===== config.mk =====
export PLATFORM = sky130hd
export DESIGN_NAME = rxc_config_regs
export DESIGN_NICKNAME = d
export VERILOG_FILES = /design/src/rxc_pkg.sv /design/src/rxc_config_regs.sv
export SDC_FILE = /design/constraint.sdc
export NUM_CORES = 1
export LEC_CHECK = 0
export ABC_AREA = 1
export BUFFER_PORTS_ARGS = -buffer_cell sky130_fd_sc_hd__buf_2
export CELL_PAD_IN_SITES_DETAIL_PLACEMENT = 0
export CELL_PAD_IN_SITES_GLOBAL_PLACEMENT = 1
export CORE_MARGIN = 8
export CORE_UTILIZATION = 42
export CTS_CLUSTER_DIAMETER = 200
export DETAILED_ROUTE_END_ITERATION = 7
export GPL_TIMING_DRIVEN = 0
export PLACE_DENSITY = 0.84
export SETUP_SLACK_MARGIN = 0.3
export SYNTH_ARGS = -nofsm -noshare
export SYNTH_HDL_FRONTEND = slang
export SYNTH_SLANG_ARGS = --single-unit

===== constraint.sdc =====
create_clock -name i_ref_clk -period 4.3 [get_ports i_ref_clk]
set_clock_uncertainty 0.05 [all_clocks]
set_input_delay 0.86 -clock i_ref_clk [delete_from_list [all_inputs] [get_ports i_ref_clk]]
set_output_delay 0.86 -clock i_ref_clk [all_outputs]
set_load 0.02 [all_outputs]

===== src/rxc_pkg.sv =====
// Purpose: Constants and types for the receiver configuration register bank
// Assumes: 125 MHz system clock, carrier tick pulse from the clock generator
// Notes: Shared by the register bank and by anything that decodes its map
// Notes on behaviour
// - Rate codes 4h..7h select 106..847 kBd
// - Unit 0 counts sixteen carrier periods
// - Unit 1 counts half a bit period
// - Ignore window after transmit end blanks input
// - Decoder accepts only levels at threshold or above
// - Phase detector uses its own minimum level
// - Bit 7 picks differential or single input
// - Bit 6 picks normal or card-detect converter
// - Source select feeds signal processing path
// - Collision strength fraction, code 3h disables
// - Two bits pick high-pass corner
// - Two bits pick amplifier gain step
package rxc_pkg;

    // ==========================================================
    // Register offsets
    localparam logic [7:0] RXC_OFS_RX_CONTROL   = 8'h35;
    localparam logic [7:0] RXC_OFS_WAIT_CFG     = 8'h36;
    localparam logic [7:0] RXC_OFS_THRESH_CFG   = 8'h37;
    localparam logic [7:0] RXC_OFS_MODE_CFG     = 8'h38;
    localparam logic [7:0] RXC_OFS_ANALOG_CFG   = 8'h39;
    localparam logic [7:0] RXC_OFS_STATUS       = 8'h3A;

    // ==========================================================
    // Writable bit masks, reserved positions are zero
    localparam logic [7:0] RXC_MASK_RX_CONTROL  = 8'h07;
    localparam logic [7:0] RXC_MASK_WAIT_CFG    = 8'hFF;
    localparam logic [7:0] RXC_MASK_THRESH_CFG  = 8'hFF;
    localparam logic [7:0] RXC_MASK_MODE_CFG    = 8'hF3;
    localparam logic [7:0] RXC_MASK_ANALOG_CFG  = 8'hCF;

    // ==========================================================
    // Values after reset
    localparam logic [7:0] RXC_RST_RX_CONTROL   = 8'h04;
    localparam logic [7:0] RXC_RST_WAIT_CFG     = 8'h00;
    localparam logic [7:0] RXC_RST_THRESH_CFG   = 8'h00;
    localparam logic [7:0] RXC_RST_MODE_CFG     = 8'h00;
    localparam logic [7:0] RXC_RST_ANALOG_CFG   = 8'h00;

    // ==========================================================
    // Field positions
    localparam int RXC_POS_WAIT_UNIT     = 7;
    localparam int RXC_POS_SINGLE_INPUT  = 7;
    localparam int RXC_POS_ADC_MODE      = 6;

    // ==========================================================
    // Rate codes
    localparam logic [2:0] RXC_RATE_106 = 3'h4;
    localparam logic [2:0] RXC_RATE_212 = 3'h5;
    localparam logic [2:0] RXC_RATE_424 = 3'h6;
    localparam logic [2:0] RXC_RATE_847 = 3'h7;

    // ==========================================================
    // Wait unit lengths in carrier periods
    localparam logic [6:0] RXC_UNIT_CARRIER  = 7'h10;
    localparam logic [6:0] RXC_HALF_BIT_106  = 7'h40;
    localparam logic [6:0] RXC_HALF_BIT_212  = 7'h20;
    localparam logic [6:0] RXC_HALF_BIT_424  = 7'h10;
    localparam logic [6:0] RXC_HALF_BIT_847  = 7'h08;

    // Collision off code
    localparam logic [1:0] RXC_COLL_OFF = 2'h3;

    // Status bit positions
    localparam int RXC_STS_IGNORE    = 0;
    localparam int RXC_STS_COLLISION = 1;
    localparam int RXC_STS_RATE_OK   = 2;

    // ==========================================================
    // Register bus request
    typedef struct packed {
        logic [7:0] addr;
        logic [7:0] wdata;
        logic       wr;
        logic       rd;
    } rxc_bus_req_type;

    // Signal source selections
    typedef enum logic [1:0] {
        RXC_SRC_IDLE     = 2'h0,
        RXC_SRC_ANALOG   = 2'h1,
        RXC_SRC_ENVELOPE = 2'h2,
        RXC_SRC_GENERIC  = 2'h3
    } rxc_src_type;

endpackage


===== src/rxc_config_regs.sv =====
// Purpose: Receiver configuration register bank with post-transmit ignore timer
// Assumes: Bus strobes, carrier tick and strengths come from logic on i_ref_clk
// Notes: Read data appear one cycle after the read strobe, never a wait state
//
// Chosen here: the address-and-strobe port.
`timescale 1ns/1ps
`default_nettype none

module rxc_config_regs
    import rxc_pkg::*;
(
    // Clock and reset
    input  wire logic            i_ref_clk,
    input  wire logic            i_sys_rst,
    // Register bus
    input  wire rxc_bus_req_type i_bus,
    output logic [7:0]           o_rdata,
    output logic                 o_rdata_valid,
    // Receive path events and levels
    input  wire logic            i_carrier_tick,
    input  wire logic            i_tx_end,
    input  wire logic [3:0]      i_decoder_level,
    input  wire logic [3:0]      i_phase_level,
    input  wire logic [7:0]      i_main_strength,
    input  wire logic [7:0]      i_second_strength,
    // Decoded controls
    output logic [2:0]           o_rate_code,
    output logic                 o_rate_valid,
    output logic                 o_rx_ignore,
    output logic                 o_decoder_accept,
    output logic                 o_phase_accept,
    output logic                 o_single_input,
    output logic                 o_adc_low_power_card_detect,
    output rxc_src_type          o_sig_src,
    output logic                 o_collision,
    output logic [1:0]           o_midpoint_trim,
    output logic [1:0]           o_hpcf_sel,
    output logic [1:0]           o_gain_sel
);

    // ==========================================================
    // Storage
    logic [7:0] rx_control_r;      // Rate field only
    logic [7:0] wait_cfg_r;        // Unit select and ignore time
    logic [7:0] thresh_cfg_r;      // Decoder and phase thresholds
    logic [7:0] mode_cfg_r;        // Input, converter, source, collision
    logic [7:0] analog_cfg_r;      // Trim, corner, gain
    logic [6:0] ignore_cnt_r;      // Units left in the ignore window
    logic [6:0] unit_cnt_r;        // Carrier periods into current unit
    logic [6:0] unit_len;          // Length of one unit in carrier periods
    logic [7:0] coll_limit;        // Second-signal strength that flags collision
    logic [7:0] rdata_nxt;         // Read mux output
    logic       wr_hit;            // Any write this cycle

    // ==========================================================
    // Helper functions

    // Masked write keeps reserved positions at zero
    function automatic logic [7:0] masked(input logic [7:0] val, input logic [7:0] mask);
        masked = val & mask;
    endfunction

    // Half bit period of a rate code; reserved codes fall back to slowest
    function automatic logic [6:0] half_bit_len(input logic [2:0] code);
        unique case (code)
            RXC_RATE_106: half_bit_len = RXC_HALF_BIT_106;
            RXC_RATE_212: half_bit_len = RXC_HALF_BIT_212;
            RXC_RATE_424: half_bit_len = RXC_HALF_BIT_424;
            RXC_RATE_847: half_bit_len = RXC_HALF_BIT_847;
            default:      half_bit_len = RXC_HALF_BIT_106;
        endcase
    endfunction

    // Unsigned at-or-above compare for threshold levels
    function automatic logic level_ge(input logic [3:0] lvl, input logic [3:0] thr);
        level_ge = (lvl >= thr);
    endfunction

    assign wr_hit = i_bus.wr;

    // ==========================================================
    // Receive control register, rate field
    always_ff @(posedge i_ref_clk) begin
        if (i_sys_rst) begin
            rx_control_r <= RXC_RST_RX_CONTROL;
        end else if (wr_hit && (i_bus.addr == RXC_OFS_RX_CONTROL)) begin
            // Upper bits belong to other receive controls not held here
            rx_control_r <= masked(i_bus.wdata, RXC_MASK_RX_CONTROL);
        end
    end

    // ==========================================================
    // Wait configuration register
    always_ff @(posedge i_ref_clk) begin
        if (i_sys_rst) begin
            wait_cfg_r <= RXC_RST_WAIT_CFG;
        end else if (wr_hit && (i_bus.addr == RXC_OFS_WAIT_CFG)) begin
            wait_cfg_r <= masked(i_bus.wdata, RXC_MASK_WAIT_CFG);
        end
    end

    // ==========================================================
    // Threshold configuration register
    always_ff @(posedge i_ref_clk) begin
        if (i_sys_rst) begin
            thresh_cfg_r <= RXC_RST_THRESH_CFG;
        end else if (wr_hit && (i_bus.addr == RXC_OFS_THRESH_CFG)) begin
            // Noise margin is software's job, any value is taken
            thresh_cfg_r <= masked(i_bus.wdata, RXC_MASK_THRESH_CFG);
        end
    end

    // ==========================================================
    // Receiver mode register
    always_ff @(posedge i_ref_clk) begin
        if (i_sys_rst) begin
            mode_cfg_r <= RXC_RST_MODE_CFG;
        end else if (wr_hit && (i_bus.addr == RXC_OFS_MODE_CFG)) begin
            // Bits 3 to 2 are reserved and dropped
            mode_cfg_r <= masked(i_bus.wdata, RXC_MASK_MODE_CFG);
        end
    end

    // ==========================================================
    // Analog receive register
    always_ff @(posedge i_ref_clk) begin
        if (i_sys_rst) begin
            analog_cfg_r <= RXC_RST_ANALOG_CFG;
        end else if (wr_hit && (i_bus.addr == RXC_OFS_ANALOG_CFG)) begin
            // Trim is stored as written; nonzero values are a software fault
            analog_cfg_r <= masked(i_bus.wdata, RXC_MASK_ANALOG_CFG);
        end
    end

    // ==========================================================
    // Unit length for the ignore timer
    always_comb begin
        if (wait_cfg_r[RXC_POS_WAIT_UNIT]) begin
            // Half a bit period, follows the rate field live
            unit_len = half_bit_len(rx_control_r[2:0]);
        end else begin
            // Sixteen carrier periods
            unit_len = RXC_UNIT_CARRIER;
        end
    end

    // ==========================================================
    // Carrier period counter inside one unit
    always_ff @(posedge i_ref_clk) begin
        if (i_sys_rst) begin
            unit_cnt_r <= 7'h00;
        end else if (i_tx_end) begin
            // Restart the unit so the window aligns to the transmit end
            unit_cnt_r <= 7'h00;
        end else if ((ignore_cnt_r != 7'h00) && i_carrier_tick) begin
            if (unit_cnt_r >= (unit_len - 7'h01)) begin
                unit_cnt_r <= 7'h00;
            end else begin
                unit_cnt_r <= unit_cnt_r + 7'h01;
            end
        end
    end

    // ==========================================================
    // Ignore window, counts down whole units
    always_ff @(posedge i_ref_clk) begin
        if (i_sys_rst) begin
            ignore_cnt_r <= 7'h00;
        end else if (i_tx_end) begin
            // A zero time opens no window at all
            ignore_cnt_r <= wait_cfg_r[6:0];
        end else if ((ignore_cnt_r != 7'h00) && i_carrier_tick &&
                     (unit_cnt_r >= (unit_len - 7'h01))) begin
            ignore_cnt_r <= ignore_cnt_r - 7'h01;
        end
    end

    // Window flag, registered for a clean output
    always_ff @(posedge i_ref_clk) begin
        if (i_sys_rst) begin
            o_rx_ignore <= 1'b0;
        end else begin
            // Set from the transmit end itself so no input slips through
            o_rx_ignore <= (i_tx_end && (wait_cfg_r[6:0] != 7'h00)) ||
                           (!i_tx_end && (ignore_cnt_r != 7'h00) &&
                            !(i_carrier_tick && (ignore_cnt_r == 7'h01) &&
                              (unit_cnt_r >= (unit_len - 7'h01))));
        end
    end

    // ==========================================================
    // Rate decode
    always_ff @(posedge i_ref_clk) begin
        if (i_sys_rst) begin
            o_rate_code  <= RXC_RST_RX_CONTROL[2:0];
            o_rate_valid <= 1'b0;
        end else begin
            o_rate_code  <= rx_control_r[2:0];
            // Codes below 4h are reserved and flagged invalid
            o_rate_valid <= (rx_control_r[2:0] >= RXC_RATE_106);
        end
    end

    // ==========================================================
    // Threshold compares
    always_ff @(posedge i_ref_clk) begin
        if (i_sys_rst) begin
            o_decoder_accept <= 1'b0;
            o_phase_accept   <= 1'b0;
        end else begin
            // Blanked while the ignore window is open
            o_decoder_accept <= level_ge(i_decoder_level, thresh_cfg_r[7:4]) && !o_rx_ignore;
            o_phase_accept   <= level_ge(i_phase_level, thresh_cfg_r[3:0]) && !o_rx_ignore;
        end
    end

    // ==========================================================
    // Collision limit from selected fraction
    always_comb begin
        unique case (mode_cfg_r[1:0])
            2'h0:    coll_limit = {3'h0, i_main_strength[7:3]};
            2'h1:    coll_limit = {2'h0, i_main_strength[7:2]};
            2'h2:    coll_limit = {1'h0, i_main_strength[7:1]};
            default: coll_limit = 8'hFF;
        endcase
    end

    // Collision flag, off when disabled or inside the ignore window
    always_ff @(posedge i_ref_clk) begin
        if (i_sys_rst) begin
            o_collision <= 1'b0;
        end else begin
            // A zero second signal never counts, even against a tiny main signal
            o_collision <= (mode_cfg_r[1:0] != RXC_COLL_OFF) &&
                           (i_second_strength != 8'h00) &&
                           (i_second_strength >= coll_limit) &&
                           !o_rx_ignore;
        end
    end

    // ==========================================================
    // Mode and analog control outputs
    always_ff @(posedge i_ref_clk) begin
        if (i_sys_rst) begin
            o_single_input  <= 1'b0;
            o_adc_low_power_card_detect      <= 1'b0;
            o_sig_src       <= RXC_SRC_IDLE;
            o_midpoint_trim <= 2'h0;
            o_hpcf_sel      <= 2'h0;
            o_gain_sel      <= 2'h0;
        end else begin
            o_single_input  <= mode_cfg_r[RXC_POS_SINGLE_INPUT];
            o_adc_low_power_card_detect      <= mode_cfg_r[RXC_POS_ADC_MODE];
            o_sig_src       <= rxc_src_type'(mode_cfg_r[5:4]);
            o_midpoint_trim <= analog_cfg_r[7:6];
            o_hpcf_sel      <= analog_cfg_r[3:2];
            o_gain_sel      <= analog_cfg_r[1:0];
        end
    end

    // ==========================================================
    // Read mux
    always_comb begin
        unique case (i_bus.addr)
            RXC_OFS_RX_CONTROL: rdata_nxt = rx_control_r;
            RXC_OFS_WAIT_CFG:   rdata_nxt = wait_cfg_r;
            RXC_OFS_THRESH_CFG: rdata_nxt = thresh_cfg_r;
            RXC_OFS_MODE_CFG:   rdata_nxt = mode_cfg_r;
            RXC_OFS_ANALOG_CFG: rdata_nxt = analog_cfg_r;
            RXC_OFS_STATUS: begin
                // Live state, read only
                rdata_nxt = 8'h00;
                rdata_nxt[RXC_STS_IGNORE]    = o_rx_ignore;
                rdata_nxt[RXC_STS_COLLISION] = o_collision;
                rdata_nxt[RXC_STS_RATE_OK]   = o_rate_valid;
            end
            // Unmapped addresses read zero
            default: rdata_nxt = 8'h00;
        endcase
    end

    // ==========================================================
    // Read data register, valid one cycle after the strobe
    always_ff @(posedge i_ref_clk) begin
        if (i_sys_rst) begin
            o_rdata       <= 8'h00;
            o_rdata_valid <= 1'b0;
        end else begin
            o_rdata_valid <= i_bus.rd;
            // Zero outside read answers so the bus stays quiet
            o_rdata       <= i_bus.rd ? rdata_nxt : 8'h00;
        end
    end

endmodule // rxc_config_regs

`default_nettype wire


==> run summary <==
Clock Path Buffers: 2
most common flop cell mapped by yosys: dfxtp_1
number of placed cells counting well taps: 693
multi-input logic area: 1890 um^2
IR drop worst, VDD: 0.198 mV
ANT nets after route: 0
adder-cell area share of the yosys netlist: 0.0849
number of ports placed on the die boundary: 73
clk root buf: clkbuf_8
die width: 110 um
summed instance area of the synthesized netlist: 3680 um^2
Residual DRC: 0
number of buffers inserted during clock tree synthesis: 9
Worst Hold Slack: 408 ps
synthesis-stage register bit count: 72
final net count: 667
count of final hold-check violations: 0
post-CTS setup buffer count: 0
number of warnings printed during yosys synthesis: 0
Syn Nets: 586
area grow syn2layout: 20.1%
most common cell after layout, fill and taps aside: nand2_1
unrepaired setup endpoints after global routing: no
core area: 8640 um^2
multiplexer area fraction after synthesis: 0
wire length per cell after detailed routing: 14.1 um
CP max FO: 9
Congestion Overflow GR: 0
distinct cell type count of the synthesized netlist: 34
DIE HEIGHT: 110 um
data required time at the worst endpoint: 4460 ps
Synth Area in XOR/XNOR: 0.0119
Total Die Area: 12000 um^2
number of cells in the finished layout apart from fillers: 709
cell internal pwr: 1140 uW
Final GP Congestion: 0.879
Max transition margin: 0.656
fraction of final layout cells with drive strength greater than 1: 0.170
R2R setup slack: 1870 ps
clock tree sinks: 72
switching power summed over all nets: 364 uW
Post-synth EDFFs: 0
status: finished clean
post-layout minimum cycle time: 2430 ps
kind of end point of the critical path: flop
worst setup path end: ignore_cnt_r[3]
basic-gate share of the synthesized area counting and, or, nand and nor cells: 0.248
Hold Crit Class: flop to flop
sequential share of power: 0.453
Detail Placement HPWL: 7890 um
number of optimization iterations in the first detailed-route pass: 5
number of pins exceeding their max-slew limit in the final report: 0
insertion delay to the later sink of the worst-skew pair: 350 ps
leading cell types in the layout, fill and taps excluded: nand2_1 (86), inv_1 (79), buf_2 (75)
number of antenna violations at the first check in global routing: 0
Sw Share: 0.241
# resized after CTS: 0
setup TNS after final layout: 0 ps
highest clock rate: 411 MHz
fillcell total: 883
actual slew at the worst max-slew pin: 516 ps
Register-to-Register Path Depth: 14
post-detailed-route via-to-cell ratio: 4.98
total leakage power: 0.00200 uW
launch point of the worst reg-to-reg path: rx_control_r[1]
CTS tree: yes
ys async rst share: 0
first-pass GRT wire length: 16700 um
detailed-route wire length: 10000 um
vias in the first global route: 3499
pin count of the biggest net entering global routing: 13
combinational share of power: 0.095
H-tree levels: 3
post-synthesis sequential area ratio: 0.391
type of origin of the critical path: flop
main combinational cell family by area after synthesis: simple AND/OR/NAND/NOR gates
gate count of the mapped netlist: 515
kind of critical path: flop to flop
starting DRC count in detailed routing: 241
Compound-Gate Fraction of Synth Area: 0.167
max-cap check violation count: 0
clock-pin transition on the worst setup and hold timing paths: 80 ps
Clock Power Share: 0.452
count of input and output buffers: 70
floorplan row count: 34
initial core utilization: 0.427
Worst EP arrival: 2590 ps
post-synthesis area per instance: 7.15 um^2
Crit Reg-Reg Endpoint: ignore_cnt_r[3]
utilization after layout: 0.512
Seq. cell area: 1440 um^2
final setup violating endpoints: 0
aggregate global-route resource usage: 0.175
post-route fraction of the period consumed by the critical path: 0.566
number of vias in the routed layout: 3532
Critical Path Start: rx_control_r[1]
Post-CTS Hold Fix Bufs: 0
Ant. Diodes: 0
Pwr per Cell Area: 341 nW/um^2
-- how the worst min path moves through the flow --
stage	end	slack [ps]	cells past startpoint	start
2_1_floorplan	o_gain_sel[0]	370	2	analog_cfg_r[0]
3_3_place_gp	o_gain_sel[0]	390	2	analog_cfg_r[0]
3_5_place_dp	o_single_input	400	2	mode_cfg_r[7]
4_1_cts	o_single_input	410	2	mode_cfg_r[7]
5_1_grt	analog_cfg_r[3]	440	2	analog_cfg_r[3]
6_report	o_single_input	410	2	mode_cfg_r[7]
-- state kept, by name, summed over array words and instances, names as in the netlist --
register,flops
analog_cfg_r,6
wait_cfg_r,8
thresh_cfg_r,8
o_decoder_accept,1
o_midpoint_trim,2
ignore_cnt_r,7
o_single_input,1
o_rate_code,3
o_collision,1
o_rdata,8
rx_control_r,3
o_rate_valid,1
o_sig_src,2
o_adc_low_power_card_detect,1
o_phase_accept,1
o_rx_ignore,1
mode_cfg_r,6
o_rdata_valid,1
o_hpcf_sel,2
o_gain_sel,2
unit_cnt_r,7
-- synth_stat cells, types with 2 or more instances --
master     n  area [um^2]
nor4_1     2         12.5
nor2_4     2         22.5
a221oi_1   3         26.3
o21ai_0   49          245
clkbuf_1   7         26.3
xor2_1     4         35.0
nand3_1   36          180
o21a_1     2         15.0
dfxtp_1   72         1440
nand2_1   86          323
inv_1     79          297
o22ai_1    3         18.8
ha_1      25          313
nor2_1    60          225
nand2_4    2         22.5
a21oi_1   52          260
buf_2      5         25.0
nand4_1    5         31.3
a31oi_1    3         18.8
nor3_1     4         20.0
-- layer usage --
metal  GRT usage  part of all wire
met1       0.240              0.47
met2       0.272              0.45
met3      0.0275             0.064
met4      0.0627             0.014
met5           0                 0
-- power groups by stage --
stage | Combinational, uW | Sequential, uW | Clock [uW]
after global routing | 164 | 684 | 723
after global placement | 142 | 698 | 0
final | 143 | 683 | 682
after floorplan | 81.9 | 701 | 0
after CTS | 145 | 682 | 692
after detailed placement | 144 | 698 | 0
-- cells by family after synthesis --
group | count (synthesis)
compound gates | 116
xor+xnor | 5
fa+ha+maj | 25
buf+inv | 93
flops | 72
other cells | 1
simple gates | 203
-- through the flow --
stage	instance area (um^2)	worst slack, ps	total power [uW]
finish	4420	1870	1510
global route	4420	1530	1570
CTS	4420	1830	1520
detailed placement	4170	1860	842
global placement	4170	1890	839
floorplan	3680	2170	783
-- layout make-up --
class | count | share of cell area
Multi-Input combinational cell | 350 | 0.427
Buffer | 13 | 0.0124
Clock buffer | 11 | 0.0342
Sequential cell | 72 | 0.326
Clock inverter | 5 | 0.0232
Inverter | 80 | 0.0679
Timing Repair Buffer | 70 | 0.0792
Tap cell | 108 | 0.0305
-- critical path: stages (launching register included) --
cell and delay [ps]:
dfxtp_1 390, inv_1 90, nor3_1 260, inv_1 70, ha_1 200, xnor2_1 180, ha_1 250, nand2_1 70
inv_1 40, a21oi_1 140, nand2_1 180, nand2_8 150, nand2_4 90, nand2_1 70, a21oi_1 60
Power figures use the tool's default switching activity.
